<file path="config.mk">
export PLATFORM = sky130hd
export DESIGN_NAME = rfc_flow_trigger
export DESIGN_NICKNAME = d
export VERILOG_FILES = /design/src/rfc_flow_trigger.v /design/src/rfc_jam_timer.v /design/src/rfc_trig_sel.v
export VERILOG_INCLUDE_DIRS = /design/src
export SDC_FILE = /design/constraint.sdc
export NUM_CORES = 1
export LEC_CHECK = 0
export ABC_AREA = 1
export BUFFER_PORTS_ARGS = -buffer_cell sky130_fd_sc_hd__buf_2
export CAP_MARGIN = 20
export CORE_MARGIN = 5
export CORE_UTILIZATION = 52
export DETAILED_ROUTE_END_ITERATION = 10
export PLACE_DENSITY = 0.81
export SYNTH_ARGS = -nofsm -noshare
export SYNTH_HDL_FRONTEND = slang
export SYNTH_SLANG_ARGS = --single-unit
</file>
<file path="constraint.sdc">
create_clock -name clock -period 9.94 [get_ports clock]
set_input_delay 1.988 -clock clock [delete_from_list [all_inputs] [get_ports clock]]
set_output_delay 1.988 -clock clock [all_outputs]
set_load 0.02 [all_outputs]
</file>
<file path="src/rfc_map.vh">
// Register map, field positions and timing constants of the flow control trigger.
`ifndef RFC_MAP_VH
`define RFC_MAP_VH

// ----------------------------------------------------------------------------
// Register byte addresses
// ----------------------------------------------------------------------------
`define RFC_ADDR_W 8
`define RFC_CFG_ADDR 8'hAC
`define RFC_STAT_ADDR 8'hC0
`define RFC_CNT_ADDR 8'hC4

// ----------------------------------------------------------------------------
// Configuration register layout
// ----------------------------------------------------------------------------
`define RFC_CFG_RST 32'h00000000
`define RFC_CFG_WMASK 32'h00FFFFFF
`define RFC_HI_MSB 23
`define RFC_HI_LSB 16
`define RFC_DUR_MSB 7
`define RFC_DUR_LSB 4
`define RFC_BIT_MULT 3
`define RFC_BIT_BRD 2
`define RFC_BIT_ADD 1
`define RFC_BIT_ANY 0

// ----------------------------------------------------------------------------
// Status register layout
// ----------------------------------------------------------------------------
`define RFC_ST_HI 0
`define RFC_ST_JAM 1
`define RFC_ST_PAUSED 2
`define RFC_ST_FD 3
`define RFC_ST_SPD 4
`define RFC_ST_TXEN 5
`define RFC_ST_LVL_LSB 16

// ----------------------------------------------------------------------------
// Fill level unit and jam timing, in 200 ns ticks
// ----------------------------------------------------------------------------
`define RFC_UNIT_SHIFT 6
`define RFC_TICK_NS 200
`define RFC_DUR_C0 12'h019
`define RFC_DUR_C1 12'h032
`define RFC_DUR_C2 12'h04B
`define RFC_DUR_C3 12'h07D
`define RFC_DUR_STEP 12'h0FA
`define RFC_DUR_BASE 12'h003
`define RFC_DUR_10M_EXTRA 12'h00B

`endif

</file>
<file path="src/rfc_flow_trigger.v">
// Receive flow control trigger with its Avalon-MM register slave.
`timescale 1ns/100ps
`include "rfc_map.vh"

// Functional notes
// - Bits 7:4 of the configuration register hold a 4-bit jam duration code.
// - The jam duration code has no effect in full duplex.
// - At 100 Mb/s the codes give 5, 10, 15, 25 us, then 50 us steps up to 600 us.
// - At 10 Mb/s each code lasts 2.2 us longer than at 100 Mb/s.
// - Bit 3 jams a multicast frame once the fill level has reached the threshold.
// - Bit 2 jams a broadcast frame once the fill level has reached the threshold.
// - Bit 1 jams a frame for our own address once the threshold is reached.
// - Bits 3 to 1 do nothing in full duplex.
// - Bit 0 jams or pauses on any frame at or above threshold and enables full-duplex pausing.
// - In half duplex any-frame mode acts on the next preamble without address decoding.
// - In full duplex any-frame mode a pause is requested as soon as the threshold is hit.
// - Bit 0 overrides bits 3 to 1.
// - The threshold is compared with the fill level counted in 64-byte units.
// - In half duplex each matching frame is jammed for the coded duration.
// - Neither pause nor jam is produced while the transmitter is disabled.
module rfc_flow_trigger #(
   parameter CLK_MHZ = 25,
   parameter LVL_W = 14
) (
   input wire clock,
   input wire rst_n,
   input wire ce,
   input wire [`RFC_ADDR_W-1:0] avs_address,
   input wire avs_read,
   input wire avs_write,
   input wire [31:0] avs_writedata,
   input wire [3:0] avs_byteenable,
   output reg [31:0] avs_readdata,
   output reg avs_waitrequest,
   input wire [LVL_W-1:0] rx_fifo_level,
   input wire rx_frame_start,
   input wire rx_addr_valid,
   input wire rx_is_multicast,
   input wire rx_is_broadcast,
   input wire rx_addr_match,
   input wire full_duplex,
   input wire speed_100,
   input wire tx_enable,
   output reg jam_active,
   output reg pause_req
);

   // -------------------------------------------------------------------------
   // Address decoding
   // -------------------------------------------------------------------------
   function hit;
      input [`RFC_ADDR_W-1:0] addr;
      input [`RFC_ADDR_W-1:0] target;
      begin
         hit = (addr == target);
      end
   endfunction

   localparam LVL_UNITS_W = LVL_W - `RFC_UNIT_SHIFT;

   // -------------------------------------------------------------------------
   // State
   // -------------------------------------------------------------------------
   reg [31:0] flow_control_config_r;
   reg [31:0] cfg_nxt;
   reg [15:0] jam_count_r;
   reg [15:0] pause_count_r;
   reg hi_reached_r;
   reg paused_r;
   reg [31:0] rdata_nxt;

   wire access;
   wire wr_en;
   wire cfg_wr;
   wire cnt_wr;
   wire [LVL_UNITS_W-1:0] lvl_units;
   wire [7:0] fifo_high_threshold;
   wire [3:0] jam_duration_code;
   wire [3:0] trig_cfg;
   wire hi_now;
   wire jam_start;
   wire pause_cond;
   wire pause_fire;
   wire timer_active;
   wire timer_stop;
   wire [31:0] wmask;
   wire [31:0] status_word;

   // -------------------------------------------------------------------------
   // Bus handshake
   // -------------------------------------------------------------------------
   // The request is held until the cycle in which waitrequest is low, so a
   // write lands exactly once, on the edge that completes the transfer.
   assign access = (avs_read || avs_write) && avs_waitrequest;
   assign wr_en = avs_write && !avs_waitrequest;
   assign cfg_wr = wr_en && hit(avs_address, `RFC_CFG_ADDR);
   assign cnt_wr = wr_en && hit(avs_address, `RFC_CNT_ADDR);

   always @(posedge clock or negedge rst_n) begin
      if (!rst_n) begin
         avs_waitrequest <= 1'b1;
      end else if (ce) begin
         avs_waitrequest <= !access;
      end
   end

   // -------------------------------------------------------------------------
   // Byte lane mask
   // -------------------------------------------------------------------------
   genvar gi;
   generate
      for (gi = 0; gi < 4; gi = gi + 1) begin : g_lane
         assign wmask[gi*8+7:gi*8] = {8{avs_byteenable[gi]}};
      end
   endgenerate

   // -------------------------------------------------------------------------
   // Configuration register
   // -------------------------------------------------------------------------
   always @* begin
      cfg_nxt = flow_control_config_r;
      if (cfg_wr) begin
         cfg_nxt = ((avs_writedata & wmask) | (flow_control_config_r & ~wmask))
            & `RFC_CFG_WMASK;
      end
   end

   always @(posedge clock or negedge rst_n) begin
      if (!rst_n) begin
         flow_control_config_r <= `RFC_CFG_RST;
      end else if (ce) begin
         flow_control_config_r <= cfg_nxt;
      end
   end

   assign fifo_high_threshold = flow_control_config_r[`RFC_HI_MSB:`RFC_HI_LSB];
   assign jam_duration_code = flow_control_config_r[`RFC_DUR_MSB:`RFC_DUR_LSB];
   assign trig_cfg = flow_control_config_r[`RFC_BIT_MULT:`RFC_BIT_ANY];

   // -------------------------------------------------------------------------
   // Threshold compare
   // -------------------------------------------------------------------------
   // Comparing whole 64-byte units avoids a wide multiply of the threshold.
   assign lvl_units = rx_fifo_level[LVL_W-1:`RFC_UNIT_SHIFT];
   assign hi_now = ({8'h00, lvl_units} >= {{LVL_UNITS_W{1'b0}}, fifo_high_threshold});

   always @(posedge clock or negedge rst_n) begin
      if (!rst_n) begin
         hi_reached_r <= 1'b0;
      end else if (ce) begin
         hi_reached_r <= hi_now;
      end
   end

   // -------------------------------------------------------------------------
   // Trigger selection
   // -------------------------------------------------------------------------
   rfc_trig_sel u_sel (
      .trig_cfg(trig_cfg),
      .full_duplex(full_duplex),
      .tx_enable(tx_enable),
      .hi_reached(hi_reached_r),
      .rx_frame_start(rx_frame_start),
      .rx_addr_valid(rx_addr_valid),
      .rx_is_multicast(rx_is_multicast),
      .rx_is_broadcast(rx_is_broadcast),
      .rx_addr_match(rx_addr_match),
      .jam_start(jam_start),
      .pause_cond(pause_cond)
   );

   // -------------------------------------------------------------------------
   // Jam timer
   // -------------------------------------------------------------------------
   // Going full duplex or losing the transmitter ends a jam at once.
   assign timer_stop = full_duplex || !tx_enable;

   rfc_jam_timer #(
      .CLK_MHZ(CLK_MHZ)
   ) u_timer (
      .clock(clock),
      .rst_n(rst_n),
      .ce(ce),
      .start(jam_start),
      .stop(timer_stop),
      .code(jam_duration_code),
      .speed_100(speed_100),
      .active(timer_active)
   );

   always @(posedge clock or negedge rst_n) begin
      if (!rst_n) begin
         jam_active <= 1'b0;
      end else if (ce) begin
         jam_active <= timer_active && !timer_stop;
      end
   end

   // -------------------------------------------------------------------------
   // Pause request
   // -------------------------------------------------------------------------
   // Only one pause is asked for per crossing; the arm resets once the level
   // falls below the threshold again. Queuing is the transmitter's job.
   assign pause_fire = pause_cond && !paused_r;

   always @(posedge clock or negedge rst_n) begin
      if (!rst_n) begin
         paused_r <= 1'b0;
         pause_req <= 1'b0;
      end else if (ce) begin
         pause_req <= pause_fire;
         if (pause_fire) begin
            paused_r <= 1'b1;
         end else if (!hi_reached_r) begin
            paused_r <= 1'b0;
         end
      end
   end

   // -------------------------------------------------------------------------
   // Event counters
   // -------------------------------------------------------------------------
   // A write clears both counters, but an event in the same cycle still counts.
   always @(posedge clock or negedge rst_n) begin
      if (!rst_n) begin
         jam_count_r <= 16'h0000;
         pause_count_r <= 16'h0000;
      end else if (ce) begin
         if (jam_start) begin
            jam_count_r <= cnt_wr ? 16'h0001 :
               ((jam_count_r == 16'hFFFF) ? jam_count_r : jam_count_r + 16'h0001);
         end else if (cnt_wr) begin
            jam_count_r <= 16'h0000;
         end
         if (pause_fire) begin
            pause_count_r <= cnt_wr ? 16'h0001 :
               ((pause_count_r == 16'hFFFF) ? pause_count_r : pause_count_r + 16'h0001);
         end else if (cnt_wr) begin
            pause_count_r <= 16'h0000;
         end
      end
   end

   // -------------------------------------------------------------------------
   // Status word
   // -------------------------------------------------------------------------
   assign status_word = {{(16 - LVL_UNITS_W){1'b0}}, lvl_units, 10'h000,
      tx_enable, speed_100, full_duplex, paused_r, jam_active, hi_reached_r};

   // -------------------------------------------------------------------------
   // Read data
   // -------------------------------------------------------------------------
   always @* begin
      rdata_nxt = 32'h00000000;
      if (hit(avs_address, `RFC_CFG_ADDR)) begin
         rdata_nxt = flow_control_config_r;
      end else if (hit(avs_address, `RFC_STAT_ADDR)) begin
         rdata_nxt = status_word;
      end else if (hit(avs_address, `RFC_CNT_ADDR)) begin
         rdata_nxt = {pause_count_r, jam_count_r};
      end
   end

   always @(posedge clock or negedge rst_n) begin
      if (!rst_n) begin
         avs_readdata <= 32'h00000000;
      end else if (ce) begin
         if (avs_read && avs_waitrequest) begin
            avs_readdata <= rdata_nxt;
         end
      end
   end

endmodule // rfc_flow_trigger

</file>
<file path="src/rfc_jam_timer.v">
// Jam duration timer driven by a 200 ns tick prescaler.
`timescale 1ns/100ps
`include "rfc_map.vh"

module rfc_jam_timer #(
   parameter CLK_MHZ = 25
) (
   input wire clock,
   input wire rst_n,
   input wire ce,
   input wire start,
   input wire stop,
   input wire [3:0] code,
   input wire speed_100,
   output reg active
);

   // -------------------------------------------------------------------------
   // Tick prescaler
   // -------------------------------------------------------------------------
   localparam integer TICK_CYCLES = (`RFC_TICK_NS * CLK_MHZ + 999) / 1000;
   localparam integer TICK_LAST = TICK_CYCLES - 1;

   reg [7:0] pre_r;
   reg [11:0] cnt_r;
   wire tick;

   assign tick = ({24'h000000, pre_r} == TICK_LAST);

   // The 10 Mb/s figures are the 100 Mb/s figures plus 2.2 us.
   function [11:0] dur_ticks;
      input [3:0] c;
      input fast;
      reg [11:0] base;
      begin
         case (c)
            4'h0: base = `RFC_DUR_C0;
            4'h1: base = `RFC_DUR_C1;
            4'h2: base = `RFC_DUR_C2;
            4'h3: base = `RFC_DUR_C3;
            default: base = ({8'h00, c} - `RFC_DUR_BASE) * `RFC_DUR_STEP;
         endcase
         dur_ticks = fast ? base : base + `RFC_DUR_10M_EXTRA;
      end
   endfunction

   // -------------------------------------------------------------------------
   // Countdown
   // -------------------------------------------------------------------------
   always @(posedge clock or negedge rst_n) begin
      if (!rst_n) begin
         pre_r <= 8'h00;
         cnt_r <= 12'h000;
         active <= 1'b0;
      end else if (ce) begin
         if (stop) begin
            active <= 1'b0;
            pre_r <= 8'h00;
         end else if (start) begin
            cnt_r <= dur_ticks(code, speed_100);
            pre_r <= 8'h00;
            active <= 1'b1;
         end else if (active) begin
            pre_r <= tick ? 8'h00 : pre_r + 8'h01;
            if (tick) begin
               cnt_r <= cnt_r - 12'h001;
               if (cnt_r == 12'h001) begin
                  active <= 1'b0;
               end
            end
         end
      end
   end

endmodule // rfc_jam_timer

</file>
<file path="src/rfc_trig_sel.v">
// Selection of frames and conditions that start jamming or a pause request.
`timescale 1ns/100ps
`include "rfc_map.vh"

module rfc_trig_sel (
   input wire [3:0] trig_cfg,
   input wire full_duplex,
   input wire tx_enable,
   input wire hi_reached,
   input wire rx_frame_start,
   input wire rx_addr_valid,
   input wire rx_is_multicast,
   input wire rx_is_broadcast,
   input wire rx_addr_match,
   output wire jam_start,
   output wire pause_cond
);

   wire any_sel;
   wire hd_ok;
   wire class_hit;

   assign any_sel = trig_cfg[`RFC_BIT_ANY];
   // No jam is raised in full duplex or with the transmitter off.
   assign hd_ok = !full_duplex && tx_enable && hi_reached;
   assign class_hit = (trig_cfg[`RFC_BIT_MULT] && rx_is_multicast) ||
      (trig_cfg[`RFC_BIT_BRD] && rx_is_broadcast) ||
      (trig_cfg[`RFC_BIT_ADD] && rx_addr_match);

   // Any-frame acts on the preamble and bypasses the address classes.
   assign jam_start = hd_ok && (any_sel ? rx_frame_start :
      (rx_addr_valid && class_hit));
   assign pause_cond = full_duplex && tx_enable && hi_reached && any_sel;

endmodule // rfc_trig_sel

</file>
# After elaboration in Yosys (flattened, before gate mapping)
# Index checks and enable logic that the tools add are counted.
classes:
  n_mux: 30
  n_eq_ne: 13
  n_mul: 1
  order_cmp: 1
  addsub: 6
  reduce_logical: 40
  n_bitwise: 5
op_table:
  columns: ["operator", "count"]
  rows:
  - ["16-bit two-way mux", 7]
  - ["32-bit two-way mux", 3]
  - ["12-bit two-way mux", 7]
  - ["24-bit AND", 2]
  - ["12-bit one-hot mux with 4 select lines", 1]
  - ["16-bit by 1-bit adder with 16-bit output, second input constant", 2]
  - ["16-bit == test, second input constant", 2]
  - ["8-bit two-way mux", 4]
  - ["8-bit == test, second input constant", 3]
  - ["24-bit inverter", 1]
  - ["24-bit OR", 1]
  - ["1-bit logical AND", 17]
  - ["12-bit by 4-bit adder with 12-bit output, second input constant", 1]
  - ["12-bit by 1-bit == test with 1-bit output, second input constant", 1]
  - ["12-bit by 7-bit multiplier with 11-bit output, second input constant", 1]
  - ["12-bit by 1-bit subtractor with 12-bit output, second input constant", 1]
  - ["8-bit by 1-bit adder with 8-bit output, second input constant", 1]
  - ["4-bit by 2-bit == test with 1-bit output, second input constant", 2]
  - ["8-bit by 3-bit == test with 1-bit output, second input constant", 1]
  - ["8-bit >= comparator", 1]
  - ["1-bit two-way mux", 8]
  - ["2-bit AND reduction", 4]
  - ["2-bit nonzero test", 4]
  - ["1-bit logical NOT", 6]
  - ["other kinds (10)", 15]
totals:
  output_inout_bits: 35
  regBits: 114
  in_bits: 71

# Depth between registers and ports, before layout
depth:
  word_depth: 12
  mapped_depth: 24

# Modules after synthesis
# From an unflattened synthesis, not the netlist that was laid out.
hier_totals:
  cells_unflattened: 1046
  area_unflattened_um2: 7802.5
modules_own_cells:
  columns: ["mod", "cells_per_inst", "n_inst", "area_each_um2"]
  rows:
  - ["rfc_flow_trigger", 664, 1, 5281.3]
  - ["rfc_jam_timer", 369, 1, 2462.4]
  - ["rfc_trig_sel", 13, 1, 58.8]

# Worst setup path before layout
# OpenSTA, ideal clock, no wires.
synth_timing:
  path_type: "register to register"
  startpoint: "register with a tool-made name"
  endpoint: "register u_timer.cnt_r[11]"
  path_slack_ns: 5.259
  period_less_slack_ns: 4.681
  setup_time_ns: 0.116
  n_path_buf: 0
  path_stages_with_launch: 23
  arrival_time_ns: 4.565
  path_cell_list: "dfrtp_1 inv_1 o21ai_0 xor2_1 inv_1 fa_1 inv_1 ha_1 fa_1 inv_1 fa_1 inv_1 ha_1 a21oi_1 nand2_1 nand2_1 nand3_1 nor2_1 nand2_1 nand2_1 nand3_1 nand2_1 nand2_1"
synth_rtl:
  columns: ["element", "line", "rtl"]
  rows:
  - ["end signal, assigned", "rfc_jam_timer.v:60", "cnt_r <= dur_ticks(code, speed_100);"]
  - ["end signal, assigned", "rfc_jam_timer.v:66", "cnt_r <= cnt_r - 12'h001;"]
  - ["end, declared", "rfc_jam_timer.v:25", "reg [11:0] cnt_r;"]

==> impl_metrics.yaml <==
status:
  status: "completed"
clock_network:
  post_cts_resized: 0
  clk_path_buf_depth: 2
  numCtsBuffers: 17
  htreeDepth: 4
  cts_tree: "yes"
  clockRootBuffer: "clkbuf_16"
  clock_latency_ns: 0.43
  clkSinkCount: 114
  clk_pin_slew_worst_paths_ns: 0.06
  cts_hold_buf: 0
  cts_setup_buffers: 0
grt:
  grt_pass1_vias: 6896
  grt.overflow.total: 0
  grt_max_degree: 83
  grt_pass1_wl_mm: 31.9
  antenna_found_initial: 3
  grt.total_usage_pct: 22.0
floorplanning:
  ioPinCount: 106
  rows: 44
  die_w_um: 132
  fp.coreArea_mm2: 0.0145
  start_util_pct: 53.1
  dieArea_mm2: 0.0174
  die_height_um: 132
run:
  max-cap-violations: 0
yosys:
  synthCells: 977
  synth.most_common_cell: "nand2_1"
  async_reset_ff_share_pct: 100
  synth_seq_cells: 114
  synth_area_per_cell_um2: 7.90
  synth_enable_flop_cells: 0
  synth_seq_area_share_pct: 37.0
  synth_flop_cell: "dfrtp_1"
  yosysWarnings: 0
  ys_top_cells_by_area: "dfrtp_1 37%, nand2_1 8.8%, inv_1 7.6%"
  synth_commonest_cells: "181 x nand2_1, 157 x inv_1, 113 x dfrtp_1, 67 x nor2_1, 60 x o21ai_0"
  yosysUniqueCellTypes: 53
  yosys.area.top_type: "dfrtp_1"
  synth_top_cell_area_share_pct: 36.6
  syn_nets: 1101
  synth_area_mm2: 0.00772
worst_setup_path:
  r2r_end: "u_timer.cnt_r[11]"
  worst-path-buf-inv: 5
  cpMaxStageDelayCell: "fa_1"
  crit_fanout: 9
  max_stage_delay_ns: 0.56
  path_common_cell: "nand2_1"
  r2r_setup_slack_ns: 4.55
  crit_arrival_ns: 5.70
  critical_path.cell_chain: "inv_1 -> o21ai_0 -> xor2_1 -> inv_1 -> fa_1 -> inv_1 -> ha_1 -> fa_1 -> inv_1 -> fa_1 -> inv_1 -> ha_1 -> a21oi_1 -> nand2_1 -> nand2_1 -> nand3_1 -> nor2_1 -> nand2_1 -> nand2_1 -> nand3_1 -> nand2_1 -> nand2_1"
  rr_worst_depth: 22
  crit_type: "reg -> reg"
  critPathTopFamily: "adder cells"
  end_kind: "register"
  start_kind: "register"
  worstPathRequired_ns: 10.25
detailed_routing:
  wire_per_inst_um: 14.9
  routed_wl_mm: 18.9
  antenna_left: 0
  dr.pass1.iters: 5
  viasPerCell: 5.54
  vias: 6991
  initialDrtViolationCount: 444
  drc: 0
power:
  p_leak_nw: 4.53
  p_per_area_mw_per_mm2: 153
  vdd_drop_max_uv: 128
  power_mw: 1.37
min_path:
  worstHoldStart: "avs_readdata[27]"
  min_path_type: "reg -> reg"
  hold_depth: 2
  min_to: "avs_readdata[27]"
place:
  place.gp.congestion: 0.894
  place_hpwl_mm: 13.7
  numPortBuffers: 90
  place_area_mm2: 0.00829
timing:
  fmax_mhz: 186
  fin_crit_sh_pct: 54.2
  min_period_ns: 5.39
  setup_viol: 0
  max_slew_margin_pct: 44.0
  worstMarginPinSlew_ns: 0.833
  slew_violations: 0
  hold_viol: 0
  rsz0062_at_grt: "no"
  fin_tns_setup_ns: 0
  fin_skew_ns: 0.0104
layout:
  n_antenna_cell: 0
  fin_nets: 1190
  post_route_cells_drive_above_1_share_pct: 17.5
  postLayoutCellArea_mm2: 0.00895
  syn_to_final_growth_pct: 15.9
[per-stage QoR]
stage                     hold WS, ns  utilization [%]  setup WS (ns)  instances
after floorplan                 0.449                -           5.26        977
after global placement          0.463             57.0           4.78       1230
after detailed placement        0.464             57.0           4.61       1230
after CTS                       0.477             61.4           4.59       1262
after global routing            0.491             61.6           4.14       1263
final                           0.476             61.6           4.55       1263
[report_power, final]
| group | internal, mW | switching, mW | leakage [nW] |
|---|---|---|---|
| logic | 0.0781 | 0.134 | 2.80 |
| registers | 0.492 | 0.0176 | 1.43 |
| clock network | 0.439 | 0.213 | 0.305 |
[placed cells by master (no fill, tap or decap), types with 5 or more instances in the layout]
cell type	instances
nand4_1	22
nand3_1	56
a31oi_1	6
inv_2	7
xnor2_1	7
nand2_1	181
ha_1	41
inv_1	157
clkbuf_16	17
mux2_2	24
o22a_1	10
xor2_1	18
nor4_1	7
nor2_1	67
nand2_2	5
o21ai_1	19
nor3_1	24
o21ai_0	60
a221oi_1	8
a21oi_2	7
fa_1	12
o22ai_1	14
dfrtp_1	113
a21oi_1	42
buf_2	89
[per-layer routing]
| metal | track usage (%) | share of wire (%) |
|---|---|---|
| met4 | 9.94 | 2.8 |
| met2 | 35.8 | 48 |
| met1 | 27.5 | 42 |
| met5 | 0 | 0.23 |
| met3 | 5.95 | 6.6 |
[layout make-up]
type                            instances  area [um^2]
Tap cell                              184          230
Clock inverter                          8          150
Fill cell                            1256         5580
Clock buffer                           24          482
Inverter                              168          634
Multi-Input combinational cell        671         4100
Timing Repair Buffer                   94          503
Sequential cell                       114         2850
[cells by family after synthesis]
family          after synthesis  synth area share, %
compound gates              185                 14.4
fa+ha+maj                    53                 9.76
mux                          24                 3.50
xor+xnor                     25                 2.84
simple gates                384                 22.5
buf+inv                     192                 10.0
flops                       114                 37.0
[worst reg2reg max path, stage by stage (launching register included)]
cell,delay [ns]
dfrtp_1,0.44
inv_1,0.19
o21ai_0,0.39
xor2_1,0.55
inv_1,0.16
fa_1,0.56
inv_1,0.05
ha_1,0.32
fa_1,0.55
inv_1,0.06
fa_1,0.51
inv_1,0.04
ha_1,0.35
a21oi_1,0.30
nand2_1,0.09
nand2_1,0.06
nand3_1,0.15
nor2_1,0.19
nand2_1,0.07
nand2_1,0.05
nand3_1,0.07
nand2_1,0.08
nand2_1,0.04
[how the worst max path moves through the flow]
stage | startpoint | cells past startpoint | slack [ns] | to
2_1_floorplan | register | 22 | 5.26 | u_timer.cnt_r[11]
3_3_place_gp | register | 22 | 4.78 | u_timer.cnt_r[11]
3_5_place_dp | register | 22 | 4.61 | u_timer.cnt_r[11]
4_1_cts | register | 22 | 4.59 | u_timer.cnt_r[11]
5_1_grt | register | 22 | 4.14 | u_timer.cnt_r[11]
6_report | register | 22 | 4.55 | u_timer.cnt_r[11]
Power figures use the tool's default switching activity.
